`config.mk`:
```
export PLATFORM = sky130hd
export DESIGN_NAME = gpr_port_regs
export DESIGN_NICKNAME = d
export VERILOG_FILES = /design/src/gpr_pkg.sv /design/src/gpr_port_regs.sv
export VERILOG_INCLUDE_DIRS = /design/src
export SDC_FILE = /design/constraint.sdc
export NUM_CORES = 1
export LEC_CHECK = 0
export ABC_CLOCK_PERIOD_IN_PS = 3200
export BUFFER_PORTS_ARGS = -buffer_cell sky130_fd_sc_hd__buf_2
export CORE_UTILIZATION = 48
export DETAILED_ROUTE_END_ITERATION = 7
export HOLD_SLACK_MARGIN = 0.06
export PLACE_DENSITY = 0.76
export SLEW_MARGIN = 10
export SYNTH_ARGS = -nofsm -noshare
export SYNTH_HDL_FRONTEND = slang
export SYNTH_SLANG_ARGS = --single-unit
```
`constraint.sdc`:
```
create_clock -name clk_i -period 3.2 [get_ports clk_i]
set_input_delay 0.48 -clock clk_i [delete_from_list [all_inputs] [get_ports clk_i]]
set_output_delay 0.48 -clock clk_i [all_outputs]
set_load 0.02 [all_outputs]
```
`src/gpr_regs.svh`:
```
`ifndef GPR_REGS_SVH
`define GPR_REGS_SVH

`define GPR_ADDR_W 8
`define GPR_DATA_SPACE_OFS 8'h20
`define GPR_D_PIN 8'h09
`define GPR_D_DIR 8'h0A
`define GPR_D_OUT 8'h0B
`define GPR_E_PIN 8'h0C
`define GPR_E_DIR 8'h0D
`define GPR_E_OUT 8'h0E
`define GPR_F_PIN 8'h0F
`define GPR_F_DIR 8'h10
`define GPR_F_OUT 8'h11
`define GPR_G_PIN 8'h12
`define GPR_G_DIR 8'h13
`define GPR_G_OUT 8'h14
`define GPR_H_PIN 8'hD8
`define GPR_H_DIR 8'hD9
`define GPR_H_OUT 8'hDA
`define GPR_J_PIN 8'hDB
`define GPR_J_DIR 8'hDC
`define GPR_J_OUT 8'hDD
`define GPR_CTRL 8'hE0
`define GPR_CTRL_PUD_BIT 0
`define GPR_RESET_VAL 8'h00
`define GPR_G_MASK 8'h1F
`define GPR_J_MASK 8'h7F
`define GPR_FULL_MASK 8'hFF

`endif

```
`src/gpr_pkg.sv`:
```
package gpr_pkg;
   typedef enum logic [2:0] {
      GPR_PORT_D = 3'h0,
      GPR_PORT_E = 3'h1,
      GPR_PORT_F = 3'h2,
      GPR_PORT_G = 3'h3,
      GPR_PORT_H = 3'h4,
      GPR_PORT_J = 3'h5
   } gpr_port_t;
   typedef enum logic [1:0] {
      GPR_KIND_PIN = 2'h0,
      GPR_KIND_DIR = 2'h1,
      GPR_KIND_OUT = 2'h2,
      GPR_KIND_CTRL = 2'h3
   } gpr_kind_t;
   typedef enum logic [0:0] {
      GPR_BUS_IDLE = 1'h0,
      GPR_BUS_ACK = 1'h1
   } gpr_bus_state_t;
endpackage

```
`src/gpr_port_regs.sv`:
```
// Chosen here: the Wishbone register port.
`include "gpr_regs.svh"

// What this block does
// - Output registers eight bits, reset zero.
// - Direction registers read/write, reset to input.
// - Input registers follow pins, reset zero.
// - Port G output bits 7:5 read zero.
// - Port G direction bits 7:5 read zero.
// - Port G input bits 7:5 read zero.
// - Port J bit 7 reads zero everywhere.
// - Ports H and J only on larger variant.
// - Port H only at extended data addresses.
// - Ports D-G decoded at I/O and +0x20.
// - Pull-up when input, output-one, not disabled.
module gpr_port_regs #(
   parameter bit LARGE_VARIANT = 1'b1,
   parameter int NUM_PORTS = 6
) (
   // System.
   input wire logic clk_i,
   input wire logic rst_i,
   // Classic Wishbone slave.
   input wire logic wb_cyc_i,
   input wire logic wb_stb_i,
   input wire logic wb_we_i,
   input wire logic [`GPR_ADDR_W-1:0] wb_adr_i,
   input wire logic [3:0] wb_sel_i,
   input wire logic [31:0] wb_dat_i,
   output logic [31:0] wb_dat_o,
   output logic wb_ack_o,
   output logic wb_err_o,
   // Pins, ports D E F G H J at index 0 to 5.
   input wire logic [NUM_PORTS*8-1:0] pin_i,
   output logic [NUM_PORTS*8-1:0] pin_o,
   output logic [NUM_PORTS*8-1:0] pin_oe_o,
   output logic [NUM_PORTS*8-1:0] pin_pullup_o
);

   // Refuse a port count that the fixed address map cannot serve.
   if (NUM_PORTS != 6) begin : g_bad_ports
      $error("gpr_port_regs serves exactly six ports");
   end

   logic [7:0] out_q [NUM_PORTS];
   logic [7:0] dir_q [NUM_PORTS];
   logic [NUM_PORTS*8-1:0] sync1_q;
   logic [NUM_PORTS*8-1:0] sync2_q;
   logic pud_q;
   gpr_pkg::gpr_bus_state_t bus_q;
   logic hit;
   logic [2:0] sel_port;
   gpr_pkg::gpr_kind_t sel_kind;
   logic [7:0] rd_val;
   logic req;
   logic wr_stb;

   assign req = wb_cyc_i && wb_stb_i && (bus_q == gpr_pkg::GPR_BUS_IDLE);
   assign wr_stb = req && hit && wb_we_i && wb_sel_i[0];

   // Address decode.
   always_comb begin
      hit = 1'b1;
      sel_port = 3'h0;
      sel_kind = gpr_pkg::GPR_KIND_CTRL;
      case (wb_adr_i)
         `GPR_D_PIN, `GPR_D_PIN + `GPR_DATA_SPACE_OFS: begin
            sel_port = 3'h0;
            sel_kind = gpr_pkg::GPR_KIND_PIN;
         end
         `GPR_D_DIR, `GPR_D_DIR + `GPR_DATA_SPACE_OFS: begin
            sel_port = 3'h0;
            sel_kind = gpr_pkg::GPR_KIND_DIR;
         end
         `GPR_D_OUT, `GPR_D_OUT + `GPR_DATA_SPACE_OFS: begin
            sel_port = 3'h0;
            sel_kind = gpr_pkg::GPR_KIND_OUT;
         end
         `GPR_E_PIN, `GPR_E_PIN + `GPR_DATA_SPACE_OFS: begin
            sel_port = 3'h1;
            sel_kind = gpr_pkg::GPR_KIND_PIN;
         end
         `GPR_E_DIR, `GPR_E_DIR + `GPR_DATA_SPACE_OFS: begin
            sel_port = 3'h1;
            sel_kind = gpr_pkg::GPR_KIND_DIR;
         end
         `GPR_E_OUT, `GPR_E_OUT + `GPR_DATA_SPACE_OFS: begin
            sel_port = 3'h1;
            sel_kind = gpr_pkg::GPR_KIND_OUT;
         end
         `GPR_F_PIN, `GPR_F_PIN + `GPR_DATA_SPACE_OFS: begin
            sel_port = 3'h2;
            sel_kind = gpr_pkg::GPR_KIND_PIN;
         end
         `GPR_F_DIR, `GPR_F_DIR + `GPR_DATA_SPACE_OFS: begin
            sel_port = 3'h2;
            sel_kind = gpr_pkg::GPR_KIND_DIR;
         end
         `GPR_F_OUT, `GPR_F_OUT + `GPR_DATA_SPACE_OFS: begin
            sel_port = 3'h2;
            sel_kind = gpr_pkg::GPR_KIND_OUT;
         end
         `GPR_G_PIN, `GPR_G_PIN + `GPR_DATA_SPACE_OFS: begin
            sel_port = 3'h3;
            sel_kind = gpr_pkg::GPR_KIND_PIN;
         end
         `GPR_G_DIR, `GPR_G_DIR + `GPR_DATA_SPACE_OFS: begin
            sel_port = 3'h3;
            sel_kind = gpr_pkg::GPR_KIND_DIR;
         end
         `GPR_G_OUT, `GPR_G_OUT + `GPR_DATA_SPACE_OFS: begin
            sel_port = 3'h3;
            sel_kind = gpr_pkg::GPR_KIND_OUT;
         end
         `GPR_H_PIN: begin
            hit = LARGE_VARIANT;
            sel_port = 3'h4;
            sel_kind = gpr_pkg::GPR_KIND_PIN;
         end
         `GPR_H_DIR: begin
            hit = LARGE_VARIANT;
            sel_port = 3'h4;
            sel_kind = gpr_pkg::GPR_KIND_DIR;
         end
         `GPR_H_OUT: begin
            hit = LARGE_VARIANT;
            sel_port = 3'h4;
            sel_kind = gpr_pkg::GPR_KIND_OUT;
         end
         `GPR_J_PIN: begin
            hit = LARGE_VARIANT;
            sel_port = 3'h5;
            sel_kind = gpr_pkg::GPR_KIND_PIN;
         end
         `GPR_J_DIR: begin
            hit = LARGE_VARIANT;
            sel_port = 3'h5;
            sel_kind = gpr_pkg::GPR_KIND_DIR;
         end
         `GPR_J_OUT: begin
            hit = LARGE_VARIANT;
            sel_port = 3'h5;
            sel_kind = gpr_pkg::GPR_KIND_OUT;
         end
         `GPR_CTRL: begin
            sel_kind = gpr_pkg::GPR_KIND_CTRL;
         end
         default: begin
            hit = 1'b0;
         end
      endcase
   end

   // Read mux; pin levels come from the second synchroniser stage.
   always_comb begin
      rd_val = 8'h00;
      case (sel_kind)
         gpr_pkg::GPR_KIND_PIN: rd_val = sync2_q[sel_port*8 +: 8];
         gpr_pkg::GPR_KIND_DIR: rd_val = dir_q[sel_port];
         gpr_pkg::GPR_KIND_OUT: rd_val = out_q[sel_port];
         gpr_pkg::GPR_KIND_CTRL: rd_val = {7'h00, pud_q};
         default: rd_val = 8'h00;
      endcase
   end

   // Bus handshake: ack or err one cycle after request, dropped the cycle after.
   always_ff @(posedge clk_i) begin
      if (rst_i) begin
         bus_q <= gpr_pkg::GPR_BUS_IDLE;
         wb_ack_o <= 1'b0;
         wb_err_o <= 1'b0;
         wb_dat_o <= 32'h0000_0000;
      end else begin
         wb_ack_o <= req && hit;
         wb_err_o <= req && !hit;
         bus_q <= req ? gpr_pkg::GPR_BUS_ACK : gpr_pkg::GPR_BUS_IDLE;
         if (req && hit && !wb_we_i) begin
            wb_dat_o <= {24'h00_0000, rd_val};
         end
      end
   end

   // Pull-up disable control bit.
   always_ff @(posedge clk_i) begin
      if (rst_i) begin
         pud_q <= 1'b0;
      end else if (wr_stb && sel_kind == gpr_pkg::GPR_KIND_CTRL) begin
         pud_q <= wb_dat_i[`GPR_CTRL_PUD_BIT];
      end
   end

   // Per-port storage, synchroniser and pin drive.
   genvar p;
   generate
      for (p = 0; p < NUM_PORTS; p++) begin : g_port
         localparam logic [7:0] MASK = (p == 3) ? `GPR_G_MASK : (p == 5) ? `GPR_J_MASK : `GPR_FULL_MASK;
         localparam logic [7:0] PIN_MASK = (p == 3) ? 8'h1F : MASK;
         localparam bit PRESENT = (p < 4) || LARGE_VARIANT;

         always_ff @(posedge clk_i) begin
            if (rst_i) begin
               out_q[p] <= `GPR_RESET_VAL;
               dir_q[p] <= `GPR_RESET_VAL;
            end else if (PRESENT && wr_stb && sel_port == 3'(p)) begin
               if (sel_kind == gpr_pkg::GPR_KIND_OUT) begin
                  out_q[p] <= wb_dat_i[7:0] & MASK;
               end
               if (sel_kind == gpr_pkg::GPR_KIND_DIR) begin
                  dir_q[p] <= wb_dat_i[7:0] & MASK;
               end
            end
         end

         // Two-flop synchroniser; port G bits 7:5 and port J bit 7 are held at zero.
         always_ff @(posedge clk_i) begin
            sync1_q[p*8 +: 8] <= pin_i[p*8 +: 8] & PIN_MASK;
            if (rst_i) begin
               sync2_q[p*8 +: 8] <= 8'h00;
            end else begin
               sync2_q[p*8 +: 8] <= sync1_q[p*8 +: 8];
            end
         end

         always_ff @(posedge clk_i) begin
            if (rst_i) begin
               pin_o[p*8 +: 8] <= 8'h00;
               pin_oe_o[p*8 +: 8] <= 8'h00;
               pin_pullup_o[p*8 +: 8] <= 8'h00;
            end else begin
               pin_o[p*8 +: 8] <= out_q[p] & dir_q[p];
               pin_oe_o[p*8 +: 8] <= dir_q[p];
               pin_pullup_o[p*8 +: 8] <= pud_q ? 8'h00 : (out_q[p] & ~dir_q[p]);
            end
         end

         property p_upper_zero;
            @(posedge clk_i) disable iff (rst_i) ((out_q[p] | dir_q[p]) & ~MASK) == 8'h00;
         endproperty
         a_upper_zero: assert property (p_upper_zero) else $error("Unimplemented port bit became set.");
      end
   endgenerate

   property p_out_reset;
      @(posedge clk_i) rst_i |=> (out_q[1] == 8'h00 && out_q[4] == 8'h00);
   endproperty
   a_out_reset: assert property (p_out_reset) else $error("Output register not cleared by reset.");

   property p_dir_reset;
      @(posedge clk_i) rst_i |=> (pin_oe_o == '0 && dir_q[0] == 8'h00);
   endproperty
   a_dir_reset: assert property (p_dir_reset) else $error("Pins not inputs after reset.");

   property p_sync_delay;
      @(posedge clk_i) disable iff (rst_i)
         ##2 (sync2_q[15:8] == $past(pin_i[15:8], 2));
   endproperty
   a_sync_delay: assert property (p_sync_delay) else $error("Input register not two cycles behind pin.");

   property p_g_out_mask;
      @(posedge clk_i) disable iff (rst_i) out_q[3][7:5] == 3'h0;
   endproperty
   a_g_out_mask: assert property (p_g_out_mask) else $error("Port G output upper bits set.");

   property p_g_dir_mask;
      @(posedge clk_i) disable iff (rst_i) pin_oe_o[31:29] == 3'h0;
   endproperty
   a_g_dir_mask: assert property (p_g_dir_mask) else $error("Port G direction upper bits set.");

   property p_g_pin_mask;
      @(posedge clk_i) disable iff (rst_i) sync2_q[31:29] == 3'h0;
   endproperty
   a_g_pin_mask: assert property (p_g_pin_mask) else $error("Port G input upper bits set.");

   property p_j_mask;
      @(posedge clk_i) disable iff (rst_i) !out_q[5][7] && !dir_q[5][7] && !sync2_q[47];
   endproperty
   a_j_mask: assert property (p_j_mask) else $error("Port J bit 7 set.");

   property p_small_err;
      @(posedge clk_i) disable iff (rst_i)
         (!LARGE_VARIANT && req && wb_adr_i == `GPR_H_OUT) |=> wb_err_o && !wb_ack_o;
   endproperty
   a_small_err: assert property (p_small_err) else $error("Port H answered on small variant.");

   property p_h_no_short;
      @(posedge clk_i) disable iff (rst_i)
         (req && wb_adr_i == (`GPR_H_OUT - `GPR_DATA_SPACE_OFS)) |=> wb_err_o;
   endproperty
   a_h_no_short: assert property (p_h_no_short) else $error("Port H answered at short address.");

   property p_alias;
      @(posedge clk_i) disable iff (rst_i)
         (req && wb_we_i && wb_sel_i[0] && wb_adr_i == `GPR_E_OUT + `GPR_DATA_SPACE_OFS)
         |=> ##1 (out_q[1] == $past(wb_dat_i[7:0], 2));
   endproperty
   a_alias: assert property (p_alias) else $error("Data-space alias did not write port E.");

   property p_pullup;
      @(posedge clk_i) disable iff (rst_i)
         1'b1 |=> pin_pullup_o[7:0] == ($past(pud_q) ? 8'h00 : ($past(out_q[0]) & ~$past(dir_q[0])));
   endproperty
   a_pullup: assert property (p_pullup) else $error("Pull-up does not follow direction and value.");

   property p_ack_one;
      @(posedge clk_i) disable iff (rst_i) wb_ack_o |=> !wb_ack_o;
   endproperty
   a_ack_one: assert property (p_ack_one) else $error("Ack held longer than one cycle.");

   property p_err_one;
      @(posedge clk_i) disable iff (rst_i) wb_err_o |=> !wb_err_o;
   endproperty
   a_err_one: assert property (p_err_one) else $error("Error held longer than one cycle.");

   property p_ack_err_excl;
      @(posedge clk_i) disable iff (rst_i) !(wb_ack_o && wb_err_o);
   endproperty
   a_ack_err_excl: assert property (p_ack_err_excl) else $error("Ack and error raised together.");

   property p_ack_resp;
      @(posedge clk_i) disable iff (rst_i) (req && hit) |=> wb_ack_o;
   endproperty
   a_ack_resp: assert property (p_ack_resp) else $error("Mapped request not acknowledged.");

   property p_err_resp;
      @(posedge clk_i) disable iff (rst_i) (req && !hit) |=> wb_err_o;
   endproperty
   a_err_resp: assert property (p_err_resp) else $error("Unmapped request not refused.");

   property p_rd_upper;
      @(posedge clk_i) disable iff (rst_i) wb_dat_o[31:8] == 24'h00_0000;
   endproperty
   a_rd_upper: assert property (p_rd_upper) else $error("Read data upper bytes not zero.");

   property p_pin_drive;
      @(posedge clk_i) disable iff (rst_i) 1'b1 |=> pin_o[15:8] == ($past(out_q[1]) & $past(dir_q[1]));
   endproperty
   a_pin_drive: assert property (p_pin_drive) else $error("Driven level does not follow registers.");

   property p_oe_follow;
      @(posedge clk_i) disable iff (rst_i) 1'b1 |=> pin_oe_o[15:8] == $past(dir_q[1]);
   endproperty
   a_oe_follow: assert property (p_oe_follow) else $error("Output enable does not follow direction.");

   property p_pud_reset;
      @(posedge clk_i) rst_i |=> !pud_q;
   endproperty
   a_pud_reset: assert property (p_pud_reset) else $error("Pull-up disable not cleared by reset.");

   property p_pud_off;
      @(posedge clk_i) disable iff (rst_i) pud_q |=> pin_pullup_o == '0;
   endproperty
   a_pud_off: assert property (p_pud_off) else $error("Pull-up active while disabled.");

   property p_err_no_write;
      @(posedge clk_i) disable iff (rst_i) (req && !hit) |=> $stable(out_q[1]) && $stable(dir_q[1]);
   endproperty
   a_err_no_write: assert property (p_err_no_write) else $error("Refused access changed a register.");

   property p_sel_ignored;
      @(posedge clk_i) disable iff (rst_i)
         (req && wb_we_i && !wb_sel_i[0] && wb_adr_i == `GPR_E_OUT) |=> $stable(out_q[1]);
   endproperty
   a_sel_ignored: assert property (p_sel_ignored) else $error("Write without byte enable took effect.");

   property p_pin_readonly;
      @(posedge clk_i) disable iff (rst_i)
         (req && wb_we_i && wb_adr_i == `GPR_E_PIN) |=> $stable(out_q[1]) && $stable(dir_q[1]);
   endproperty
   a_pin_readonly: assert property (p_pin_readonly) else $error("Write to pin levels changed a register.");

   c_write: cover property (@(posedge clk_i) wr_stb);
   c_read: cover property (@(posedge clk_i) req && hit && !wb_we_i);
   c_err: cover property (@(posedge clk_i) wb_err_o);
   c_pud: cover property (@(posedge clk_i) pud_q && |(out_q[0] & ~dir_q[0]));

endmodule

```
Word level (Yosys, flattened, before mapping)
Memory sizes are Yosys's and may differ from the RTL's.
Cells that the tools add are included.
Storage, ports and cells
  bits in registers: 244
  bits in writable memories: 96
  input bits: 97
  logic and storage cells: 193
  memories: 2
Memories
  dir_q: words 6, width 8, read ports 7, clocked after Yosys merged registers in 0, write ports 6, RTL line gpr_port_regs.sv:46  | logic [7:0] dir_q [NUM_PORTS];
  out_q: words 6, width 8, read ports 7, clocked after Yosys merged registers in 0, write ports 6, RTL line gpr_port_regs.sv:45  | logic [7:0] out_q [NUM_PORTS];
Operators by class
  equality and inequality tests: 39
  shift operators: 1
  mux-type cells: 57
  bitwise logic cells: 31
  reductions and logical operators: 28
Operator list (count)
  8-bit bitwise AND: 12
  8-bit by 6-bit == test with 1-bit output, second input constant: 12
  8-bit two-way mux: 12
  8-bit by 4-bit == test with 1-bit output, second input constant: 7
  8-bit == test, second input constant: 7
  8-bit inverter: 6
  48-bit by 7-bit variable part select with 8-bit output: 1
  1-bit two-way mux: 42
  8-bit by 5-bit == test with 1-bit output, second input constant: 5
  8-bit one-hot mux with 4 select lines: 1
  31-bit OR reduction: 1
  10-bit OR reduction: 3
  6-bit OR reduction: 3
  3-bit one-hot mux with 5 select lines: 1
  1-bit logical AND: 14
  1-bit OR: 12
  3-bit by 2-bit == test with 1-bit output, second input constant: 2
  3-bit == test, second input constant: 2
  2-bit one-hot mux with 3 select lines: 1
  3-bit OR reduction: 2
  2-bit == test, second input constant: 2
  3-bit by 1-bit == test with 1-bit output, second input constant: 1
  3-bit logical NOT: 1
  2-bit by 1-bit == test with 1-bit output, second input constant: 1
  other kinds (4): 5

Logic depth before layout (Yosys ltp)
Gate-level depths: netlist (run 1).
  depth in word-level cells: 11
  depth in mapped cells: 12
  mapped depth without buffers: 8

Worst setup path before layout (run 1)
Ideal clock, no wire load.
  path type: input to register
  start point: input wb_adr_i[3]
  end point: memory out_q[1][0], enable pin
  data arrival time: 2.891 ns
  data required time: 2.816 ns
  slack: -0.075 ns
  stages on the path: 9
  path through: buf_2 or4b_1 buf_2 o22ai_1 a211o_2 nor2_2 or3_4 buf_6 o21ai_0
RTL lines
  start: declaration: RTL line gpr_port_regs.sv:27  | input wire logic [`GPR_ADDR_W-1:0] wb_adr_i,
  end: declaration: RTL line gpr_port_regs.sv:45

Final worst setup path (run 1)
  start point: input wb_adr_i[7]
  end point: register wb_dat_o[3]
Between the ends
  cells in the longest elaborated chain, start to end: 5
  elaborated cells on any way between the ends: 53
  classes of those cells: eq/ne (34); shift (1); mux (4); reduce/logical (12); memory (2)
Ends and longest elaborated chain
  8-bit by 5-bit == test with 1-bit output (tied with other cells): RTL line gpr_port_regs.sv:66  | case (wb_adr_i)
  6-bit OR reduction (no line) (tied with other cells)
  3-bit one-hot mux with 5 select lines (tied with other cells): RTL line gpr_port_regs.sv:66
  48-bit by 7-bit variable part select with 8-bit output (tied with other cells): RTL line gpr_port_regs.sv:158  | gpr_pkg::GPR_KIND_PIN: rd_val = sync2_q[sel_port*8 +: 8];
  8-bit one-hot mux with 4 select lines or 1-bit logical AND (tied branches): RTL line gpr_port_regs.sv:157, gpr_port_regs.sv:177
  end signal: assignment: RTL line gpr_port_regs.sv:178  | wb_dat_o <= {24'h00_0000, rd_val};
  end: declaration: RTL line gpr_port_regs.sv:30  | output logic [31:0] wb_dat_o,
Several ways; a longest one is shown, not always the timed one.
A chain may end at the register's enable or synchronous reset.

==> key figures, run 1 <==
Worst setup path
  – R2R setup slack: 1.07 ns
  – Crit Path Category: primary input to flop
  – Crit-path max FO: 22
  – Worst endpoint data arrival time: 3.08 ns
  – Worst setup EP type: flop
  – CP startpoint kind: primary input
  – WP data required: 3.66 ns

Hold path
  – Worst Hold Class: primary input to flop

Floorplan
  – Initial Utilization: 0.494
  – # rows: 55
  – Core Box Area: roughly 23000 um2
  – DIE HEIGHT: ~160 um
  – Die Width: 155 um
  – Die area: around 24000 um2
  – I/O pins: 275

Global routing
  – Largest net degree at the start of global routing: between 60 and 70
  – GR Overflow Total: 0
  – First-pass GRT wire length: around 43000 um
  – GRT Overall Usage: 0.232
  – Initial antenna violation count: 2
  – Vias in the first global route: 7641

Timing
  – Clk_skew: 0.0199 ns
  – Slew of the pin with the lowest slew margin: 0.870 ns
  – Final setup viols: 0
  – Worst hold margin: 0.278 ns
  – F_max: 381 MHz
  – Final Hold Vio Count: 0
  – Slew margin rel.: 0.420
  – Period Utilization, post-route: 0.820
  – RSZ-0062 raised after global routing: false
  – Crit path time final: 2.62 ns
  – Final Slew Violations: 0

Job
  – Max-cap viol count: 0

Finish
  – Ant diodes: 0
  – Layout area overhead: 25.9%
  – Share of post-route cells with drive strength above 1: 0.258
  – Fin nets: 1327

Power and ir drop
  – Power Total: 0.00855 W
  – Lkg Pwr: 6.04 nW
  – Sw Share: 0.227
  – Maximum VDD drop: 484 uV
  – Pint: 0.00661 W
  – PD cells: 602 nW/um2
  – Clock power share: 0.422
  – Sequential group share of total power: 0.513
  – Combinational share of power: 0.066
  – P_sw: 0.00195 W

Clock network
  – Clock transition at the registers of the reported paths: approximately 0.070 ns
  – Buffer count from post-CTS setup fixing: 0
  – H-tree levels: 1
  – Maximum root-to-sink buffer count: 3
  – CTS tree: done
  – TritonCTS Buffers: 30
  – Clock Latency Late Sink: around 0.56 ns
  – CTS sink count: 320
  – Root Buffer: clkbuf_16
  – PostCTS Resize Cnt: 0

Logic synthesis
  – Synth Area per Inst: roughly 12 um2
  – Synth top area cells: dfxtp_1 (41%), edfxtp_1 (23%), and2_1 (7.5%)
  – Post-synth top area cell: dfxtp_1
  – Synth async-reset ratio: 0
  – Post-synth EDFFs: 88
  – Sequential fraction of the synthesis area: 0.645
  – YS warnings: 0
  – Post-synth cell types: 67
  – Synth Instances: 950
  – Mapped Area: 11300 um2
  – Most used DFF post-synth: dfxtp_1
  – Number of synthesized register bits: 320
  – Post-synth top area share: 0.411

Route
  – Routed len/inst: 18.1 um
  – Initial DRC count: 559
  – Final ANT Viol Nets: 0
  – 1st-pass router iterations: 6
  – Routed Wire Length: 28400 um
  – Vias: between 7000 and 8000
  – Drc violations: 0
  – Vias per cell: ~5.1

Outcome
  – Run status: finished, final reports clean

Placed design
  – Final RePlAce weighted congestion: 0.921
  – Hpwl dp: between 15000 and 20000 um
  – Port Buf Inserts: 207
logic make-up (layout without fill, tap and decap cells):
group                     Yosys count  count (layout)  synth area share
AOI/OAI and AO/OA                 113             113            0.0736
xor gates and xnor gates            1               1          0.000776
buffers and inverters              92             361            0.0452
DFF                               320             320             0.645
muxes                              20              20            0.0178
other                               1              36          0.000332
and+or+nand+nor                   403             403             0.217
layout by cell type, fill, tap and decap left out, drive strengths merged, types with 5 or more instances in the layout:
cell,instances
inv,12
nor2b,89
o22ai,13
clkinv,11
a21oi,12
dfxtp,232
clkbuf,42
conb,36
mux2i,19
a22oi,6
nand2,51
nor3,18
a221oi,5
and2,135
a211oi,10
a31oi,6
o21ai,21
edfxtp,88
nand3,14
nor2,27
buf,251
dlygate4sd3,44
nor3b,47
a311oi,6
worst paths after layout:
check / start / endpoint / cells past startpoint
max: wb_adr_i[7] / wb_dat_o[3] / 9
min: wb_we_i / wb_dat_o[6] / 4
max reg2reg: bus_q / out_q[2][7] / 7
min reg2reg: sync1_q[4] / sync2_q[4] / 1
routing by layer:
metal	global-route usage	wire, um	up-vias
met4	0.0724	762	4
met3	0.0532	2590	67
met2	0.393	13400	410
met1	0.295	11600	3672
met5	0	23	-
li1	-	-	3778
per-stage QoR:
stage | setup TNS (ns) | cells | utilization | setup WS (ns) | area (um2)
after floorplan | -2.33 | 985 | - | -0.0755 | 11400
after global placement | 0 | 1467 | 0.558 | 0.149 | 12700
after detailed placement | 0 | 1467 | 0.558 | 0.0634 | 12700
after CTS | 0 | 1567 | 0.622 | 0.592 | 14200
after global routing | 0 | 1567 | 0.622 | 0.394 | 14200
final | 0 | 1567 | 0.622 | 0.576 | 14200
power by group through the flow:
stage	clock, W	combinational, W	sequential, W
2_1_floorplan	0	0.000280	0.00451
3_3_place_gp	0	0.000506	0.00447
3_5_place_dp	0	0.000512	0.00447
4_1_cts	0.00365	0.000555	0.00438
5_1_grt	0.00382	0.000603	0.00440
6_report	0.00361	0.000563	0.00438
flip-flops by register name (all words and copies together), names as in the netlist:
register	count
bus_q	1
out_q	44
wb_dat_o	8
pin_o	44
wb_ack_o	1
dir_q	44
sync1_q	44
wb_err_o	1
pin_pullup_o	44
pud_q	1
sync2_q	44
pin_oe_o	44
area by class of cell:
class | count | area, um2
fillers | 1797 | 8630
flip-flops and latches | 320 | 7290
multi-input cells | 573 | 3630
repair buffers | 295 | 1830
clock buffers | 42 | 911
well taps | 313 | 392
clock inverters | 14 | 128
inverters | 10 | 37.5
synthesized netlist by cell type (all sizes together) (2+ instances only):
master	number
nand2	51
a22oi	6
mux2i	19
clkbuf	32
nand3	14
a21oi	12
o211ai	3
or3	2
inv	9
edfxtp	88
o2bb2ai	2
nor4b	2
a221oi	5
a311oi	6
o311ai	4
a31o	4
o22a	3
a31oi	6
buf	50
o22ai	13
a2111oi	4
nor2b	89
o221ai	3
nand3b	2
nor4	4
or4	2
a211oi	10
nor3	18
nor3b	47
o21ai	21
a222oi	2
nor2	27
and2	135
dfxtp	232
nand2b	4
repair_timing:
item | CTS | global route
hold buffers | 44 | 0
hold endpoints to repair | 44 | 0
endpoints found under the setup margin | 0 | 0
critical path: stages:
cell and delay, ns:
buf_2 0.14, or4b_1 0.67, o2bb2ai_4 0.29, or2_1 0.21
buf_12 0.20, mux2i_1 0.14, a2111oi_1 0.50, a31oi_1 0.14
a311oi_1 0.31
(Power assumes the default switching activity.)
==> run 2: changes to the inputs <==
ABC_CLOCK_PERIOD_IN_PS = 2400   (was 3200)
clock period = 2.4 ns   (was 3.2 ns; I/O delays follow)
==> run 2 against run 1 <==
Net effect:
- final cell count grew 4.0%
- design area grew 4.6%
- utilization grew 2.9 points
- count of clock-buffer cells in the layout grew 3
- sequential share of layout area shrank 2.3 points
- wire length grew 7.3%
- non-clock buffer count grew 63
- clock power grew 30%
- critical path type unchanged
==> key figures, run 2 (synthesis results as in run 1) <==
Global routing
  – Global routing usage on met3: 0.0666 (was 0.0532)
  – Met1 GRT Util: 0.299 (was 0.295)
  – GR Util met2: 0.435 (was 0.393)
  – GR peak layer: met2 (unchanged)
  – Initial antenna violation count: 1 (was 2)
  – First-pass GRT wire length: 45300 um (was 42600 um)
  – GR Overflow Total: 0 (unchanged)
  – Vias in the first global route: 8101 (was 7641)
  – GRT Overall Usage: 0.251 (was 0.232)
  – Largest net degree at the start of global routing: 45 (was 67)

Worst setup path
  – Max incr delay on CP: 0.41 ns (was 0.67 ns)
  – Reg-to-reg endpoint: out_q[2][5] (was out_q[2][7])
  – R2R Path Start: bus_q (unchanged)
  – Crit Path Category: primary input to flop (unchanged)
  – Critical Path Start: wb_adr_i[3] (was wb_adr_i[7])
  – CP Cell Sequence: buf_2 -> buf_4 -> nor4b_2 -> a21oi_1 -> o22ai_2 -> or2_1 -> buf_12 -> mux2i_1 -> o21ai_0 -> nor3_1 -> buf_4 -> o32ai_1 (was buf_2 -> or4b_1 -> o2bb2ai_4 -> or2_1 -> buf_12 -> mux2i_1 -> a2111oi_1 -> a31oi_1 -> a311oi_1)
  – Reg2Reg Depth: 6 (was 7)
  – Worst setup EP type: flop (unchanged)
  – Crit path buf inv count: 4 (was 2)
  – CP startpoint kind: primary input (unchanged)
  – R2R setup slack: 0.25 ns (was 1.07 ns)
  – Crit-path most repeated cell: buf_4
  – Critical path endpoint: wb_dat_o[6] (was wb_dat_o[3])
  – WP data required: 2.84 ns (was 3.66 ns)
  – CP max-delay cell: nor3_1 (was or4b_1)
  – Critical path depth: 12 (was 9)
  – Crit-path max FO: 21 (was 22)
  – CP top delay family: simple AND/OR/NAND/NOR gates (was compound AO/OA/AOI/OAI gates)
  – Worst endpoint data arrival time: 2.69 ns (was 3.08 ns)

Power and ir drop
  – Power Total: 0.0114 W (was 0.00855 W)
  – Lkg Pwr: 6.38 nW (was 6.04 nW)
  – Maximum VDD drop: 592 uV (was 484 uV)
  – PD cells: 765 nW/um2 (was 602 nW/um2)

Timing
  – Final setup viols: 0 (unchanged)
  – Slew of the pin with the lowest slew margin: 0.487 ns (was 0.870 ns)
  – Final Hold Vio Count: 0 (unchanged)
  – RSZ-0062 raised after global routing: false (unchanged)
  – Final Slew Violations: 0 (unchanged)
  – Crit path time final: 2.25 ns
  – Period Utilization, post-route: 0.939
  – Fin Setup TNS: 0 ns (unchanged)
  – Clk_skew: 0.0220 ns (was 0.0199 ns)
  – F_max: between 400 and 500 MHz
  – Final worst slack: 0.147 ns (was 0.576 ns)
  – Slew margin rel.: 0.671 (was 0.420)

Outcome
  – Run status: finished, final reports clean (unchanged)

Route
  – Vias per cell: 5.06 (about the same)
  – Routed len/inst: 18.7 um (was 18.1 um)
  – Final ANT Viol Nets: 0 (unchanged)
  – Vias: 8249 (was 7931)
  – Initial DRC count: 526 (was 559)
  – 1st-pass router iterations: 5 (was 6)
  – Routed Wire Length: 30500 um (was 28400 um)
  – Drc violations: 0 (unchanged)

Placed design
  – Hpwl dp: 21100 um (was 19400 um)
  – Pre-CTS WS: -0.449 ns (was 0.0634 ns)
  – Final RePlAce weighted congestion: 0.995 (was 0.921)
  – Port Buf Inserts: 207 (unchanged)

Clock network
  – Clock Latency Late Sink: 0.57 ns (was 0.56 ns)
  – CTS tree: done (unchanged)
  – Buffer count from post-CTS setup fixing: 0 (unchanged)
  – H-tree levels: 1 (unchanged)
  – Root Buffer: clkbuf_16 (unchanged)
  – Maximum root-to-sink buffer count: 3 (unchanged)
  – CTS sink count: 320 (unchanged)
  – TritonCTS Buffers: 30 (unchanged)
  – Clock transition at the registers of the reported paths: 0.07 ns (about the same)

Finish
  – Most common library cell in the layout ignoring fill and taps: dfxtp_1 (unchanged)
  – Share of post-route cells with drive strength above 1: 0.301 (was 0.258)
  – Most frequent cells in the layout: dfxtp_1 (232), buf_2 (206), and2_1 (135) (unchanged)
  – Layout area overhead: 31.8% (was 25.9%)
  – Fin nets: 1390 (was 1327)
  – Ant diodes: 0 (unchanged)
  – FILL cells: 1788 (was 1797)

Floorplan
  – Die area: 24100 um2 (unchanged)
  – Die Width: 155 um (unchanged)
  – Core Box Area: 22800 um2 (unchanged)
  – Initial Utilization: 0.494 (unchanged)
  – # rows: 55 (unchanged)
  – I/O pins: 275 (unchanged)
  – DIE HEIGHT: 155 um (unchanged)

Job
  – Max-cap viol count: 0 (unchanged)

Hold path
  – Worst Hold Class: primary input to flop (unchanged)
## run 2: report_power, final
part	leakage, nW	internal [W]	switching [W]	total (W)
Sequential	2.81	0.00575	0.000103	0.00585
Clock	0.493	0.00264	0.00205	0.00469
Combinational	3.08	0.000340	0.000500	0.000840
Total	6.38	0.00873	0.00265	0.0114
## run 2: worst min-delay path by stage
stage | depth (start not counted) | end | startpoint | slack [ns]
floorplan | 0 | sync1_q[0] | pin_i[0] | 0.39
global placement | 1 | sync2_q[10] | sync1_q[10] | 0.42
detailed placement | 1 | sync2_q[26] | sync1_q[26] | 0.42
CTS | 4 | wb_dat_o[6] | wb_we_i | 0.18
global route | 4 | wb_dat_o[6] | wb_we_i | 0.22
finish | 4 | wb_dat_o[6] | wb_we_i | 0.20
## run 2: what timing repair did
item / CTS / global route
resized for setup: 0 / 1
hold endpoints to repair: 44 / 0
hold buffers: 44 / 0
setup endpoints to repair: 0 / 1
## run 2: per-stage QoR
stage,utilization,cell area (um2),std cells,hold WS (ns)
after floorplan,-,11600,985,0.388
final,0.651,14900,1629,0.203
after global routing,0.651,14900,1629,0.218
after CTS,0.651,14900,1629,0.180
after global placement,0.588,13400,1530,0.422
after detailed placement,0.588,13400,1530,0.422
## run 2: final cells by class
type	instances	area [um2]	area share
inverter	10	37.5	0.00252
timing repair buffer	358	2410	0.162
sequential	320	7290	0.490
clock buffer	45	908	0.0611
clock inverter	10	90.1	0.00606
tap	313	392	0.0263
multi-input combinational	573	3750	0.252
## run 2: worst min-delay path, delay by kind of cell
kind	cells	cell delay (ns)
and+or+nand+nor	1	0.08
AOI/OAI and AO/OA	2	0.15
buffers and inverters	1	0.13
## run 2: layer usage
layer / routed length (um) / up-vias
met5: 12 / -
li1: - / 3902
met1: 11600 / 3879
met3: 2920 / 67
met2: 15000 / 399
met4: 937 / 2
==> run 3: changes to the inputs <==
CORE_UTILIZATION = 30   (was 48)
PLACE_DENSITY = default   (was 0.76)
==> run 3 against run 2 <==
Net effect:
- via count down 1.4%
- power up 7.7%
- non-clock buffer count unchanged
- fmax down 3.2%
- count of clock-buffer cells in the layout up 6
- worst hold slack worse by 0.013 ns
- combinational power up 1%
- clock skew down 0.012 ns
- wire length up 10%
- setup slack worse by 0.074 ns
- critical path type unchanged
- critical endpoint is now out_q[2][2]
==> key figures, run 3 (synthesis results as in run 1) <==
Timing
  – Final Hold Vio Count: 0 (unchanged)
  – Period Utilization, post-route: 0.970 (was 0.939)
  – Clk_skew: 0.0101 ns (was 0.0220 ns)
  – Slew margin rel.: 0.557 (was 0.671)
  – Final Slew Violations: 0 (unchanged)
  – Slew of the pin with the lowest slew margin: 0.661 ns (was 0.487 ns)
  – RSZ-0062 raised after global routing: true (was false)
  – Final setup viols: 0 (unchanged)
  – Final worst slack: 0.0723 ns (was 0.147 ns)
  – F_max: 430 MHz (was 444 MHz)
  – Crit path time final: 2.33 ns (was 2.25 ns)

Global routing
  – GR Overflow Total: 0 (unchanged)
  – Largest net degree at the start of global routing: 45 (unchanged)
  – First-pass GRT wire length: 49200 um (was 45300 um)
  – Vias in the first global route: 7971 (was 8101)
  – Initial antenna violation count: 0 (was 1)
  – GRT Overall Usage: 0.174 (was 0.251)

Worst setup path
  – Worst setup EP type: flop (unchanged)
  – Crit-path max FO: 12 (was 21)
  – Critical path endpoint: out_q[2][2] (was wb_dat_o[6])
  – R2R setup slack: 0.32 ns (was 0.25 ns)
  – R2R Path Start: bus_q (unchanged)
  – Reg-to-reg endpoint: out_q[2][2] (was out_q[2][5])
  – Reg2Reg Depth: 5 (was 6)
  – Worst endpoint data arrival time: 2.54 ns (was 2.69 ns)
  – CP startpoint kind: primary input (unchanged)
  – WP data required: 2.61 ns (was 2.84 ns)
  – Crit Path Category: primary input to flop (unchanged)
  – Critical Path Start: wb_adr_i[6] (was wb_adr_i[3])

Clock network
  – Maximum root-to-sink buffer count: 3 (unchanged)
  – CTS sink count: 320 (unchanged)
  – CTS tree: done (unchanged)
  – Clock Latency Late Sink: 0.53 ns (was 0.57 ns)
  – H-tree levels: 2 (was 1)
  – TritonCTS Buffers: 35 (was 30)
  – Root Buffer: clkbuf_16 (unchanged)
  – Clock transition at the registers of the reported paths: 0.06 ns (was 0.07 ns)
  – Buffer count from post-CTS setup fixing: 0 (unchanged)

Power and ir drop
  – Lkg Pwr: 6.48 nW (was 6.38 nW)
  – P_sw: 0.00280 W (was 0.00265 W)
  – Sw Share: 0.229 (was 0.233)
  – Power Total: 0.0122 W (was 0.0114 W)
  – Combinational share of power: 0.069 (was 0.074)
  – PD cells: 803 nW/um2 (was 765 nW/um2)
  – Sequential group share of total power: 0.478 (was 0.514)
  – Maximum VDD drop: 474 uV (was 592 uV)
  – Clock power share: 0.452 (was 0.412)
  – Pint: 0.00945 W (was 0.00873 W)

Route
  – Routed len/inst: 18.7 um (about the same)
  – Routed Wire Length: 33500 um (was 30500 um)
  – Initial DRC count: 566 (was 526)
  – Final ANT Viol Nets: 0 (unchanged)
  – Vias: 8134 (was 8249)
  – Vias per cell: 4.54 (was 5.06)
  – Drc violations: 0 (unchanged)
  – 1st-pass router iterations: 5 (unchanged)

Floorplan
  – Initial Utilization: 0.307 (was 0.494)
  – # rows: 70 (was 55)
  – Die area: 38400 um2 (was 24100 um2)
  – Die Width: 196 um (was 155 um)
  – I/O pins: 275 (unchanged)
  – Core Box Area: 36800 um2 (was 22800 um2)
  – DIE HEIGHT: 196 um (was 155 um)

Finish
  – Most frequent cells in the layout: dfxtp_1 (232), buf_2 (206), and2_1 (135) (unchanged)
  – Fin nets: 1395 (was 1390)
  – Final Cell Area: 15200 um2 (was 14900 um2)
  – Layout area overhead: 35.0% (was 31.8%)
  – Ant diodes: 0 (unchanged)
  – Final Util: 0.414 (was 0.651)
  – Most common library cell in the layout ignoring fill and taps: dfxtp_1 (unchanged)
  – Share of post-route cells with drive strength above 1: 0.306 (was 0.301)

Job
  – Max-cap viol count: 0 (unchanged)

Outcome
  – Run status: finished, final reports clean (unchanged)

Placed design
  – Port Buf Inserts: 207 (unchanged)
  – DP Area: 13600 um2 (was 13400 um2)
  – Pre-CTS WS: -0.529 ns (was -0.449 ns)
  – Hpwl dp: 24700 um (was 21100 um)
  – Final RePlAce weighted congestion: 0.899 (was 0.995)

Hold path
  – Worst Hold Class: primary input to flop (unchanged)
## run 3: changes by cell type in the layout (fill, tap and decap cells not counted), moves of 2 or more
| cell | before | now |
|---|---|---|
| clkbuf_16 | 31 | 39 |
| nor3_2 | 6 | 4 |
| clkinv_2 | 4 | 2 |
| clkbuf_4 | 0 | 2 |
| nor3_4 | 3 | 5 |
| bufinv_16 | 0 | 2 |
| buf_12 | 10 | 6 |
| buf_4 | 98 | 102 |
| clkbuf_8 | 8 | 5 |
| inv_4 | 2 | 4 |
## run 3: cell type report
type | count | area [um2]
Clock inverter | 11 | 121
Clock buffer | 51 | 1080
Timing Repair Buffer | 358 | 2360
Sequential cell | 320 | 7290
Fill cell | 3516 | 21500
Tap cell | 468 | 586
Inverter | 10 | 37.5
Multi-Input combinational cell | 573 | 3780
## run 3: worst min path at each step
stage,startpoint,cells after the start,slack (ns),end
3_3_place_gp,sync1_q[0],1,0.42,sync2_q[0]
2_1_floorplan,pin_i[0],0,0.39,sync1_q[0]
3_5_place_dp,sync1_q[37],1,0.42,sync2_q[37]
4_1_cts,rst_i,2,0.16,sync2_q[43]
6_report,rst_i,2,0.19,sync2_q[37]
5_1_grt,rst_i,2,0.19,sync2_q[43]
## run 3: worst max-delay path, cell delays in order
cell,delay (ns)
buf_2,0.15
or4b_1,0.60
buf_4,0.21
o22ai_4,0.11
a211o_4,0.19
nor2_4,0.04
or3_4,0.53
o21ai_4,0.32
## run 3: layer usage
layer	vias to the layer above	part of all wire	GRT usage
met5	-	0	0
met4	0	0.028	0.0631
met3	61	0.075	0.0445
met2	311	0.46	0.277
met1	3856	0.44	0.227
li1	3906	-	-
## run 3: through the flow
step | TNS [ns] | hold slack, ns | std cells
after floorplan | -12.94 | 0.388 | 985
after global placement | -55.26 | 0.425 | 1685
after detailed placement | -65.19 | 0.420 | 1685
after CTS | 0 | 0.163 | 1791
after global routing | -0.0152 | 0.187 | 1791
final | 0 | 0.190 | 1791
## run 3: power by group through the flow
stage / Clock, W / Sequential, W / Combinational [W]
final: 0.00554 / 0.00586 / 0.000849
after global routing: 0.00587 / 0.00588 / 0.000912
after CTS: 0.00567 / 0.00586 / 0.000846
after detailed placement: 0 / 0.00598 / 0.000790
after global placement: 0 / 0.00598 / 0.000783
after floorplan: 0 / 0.00602 / 0.000394
## run 3: repair_timing
action | CTS | global route
hold buffers | 44 | 0
endpoints found under the setup margin | 0 | 19
resized for setup | 0 | 5
endpoints found under the hold margin | 44 | 0
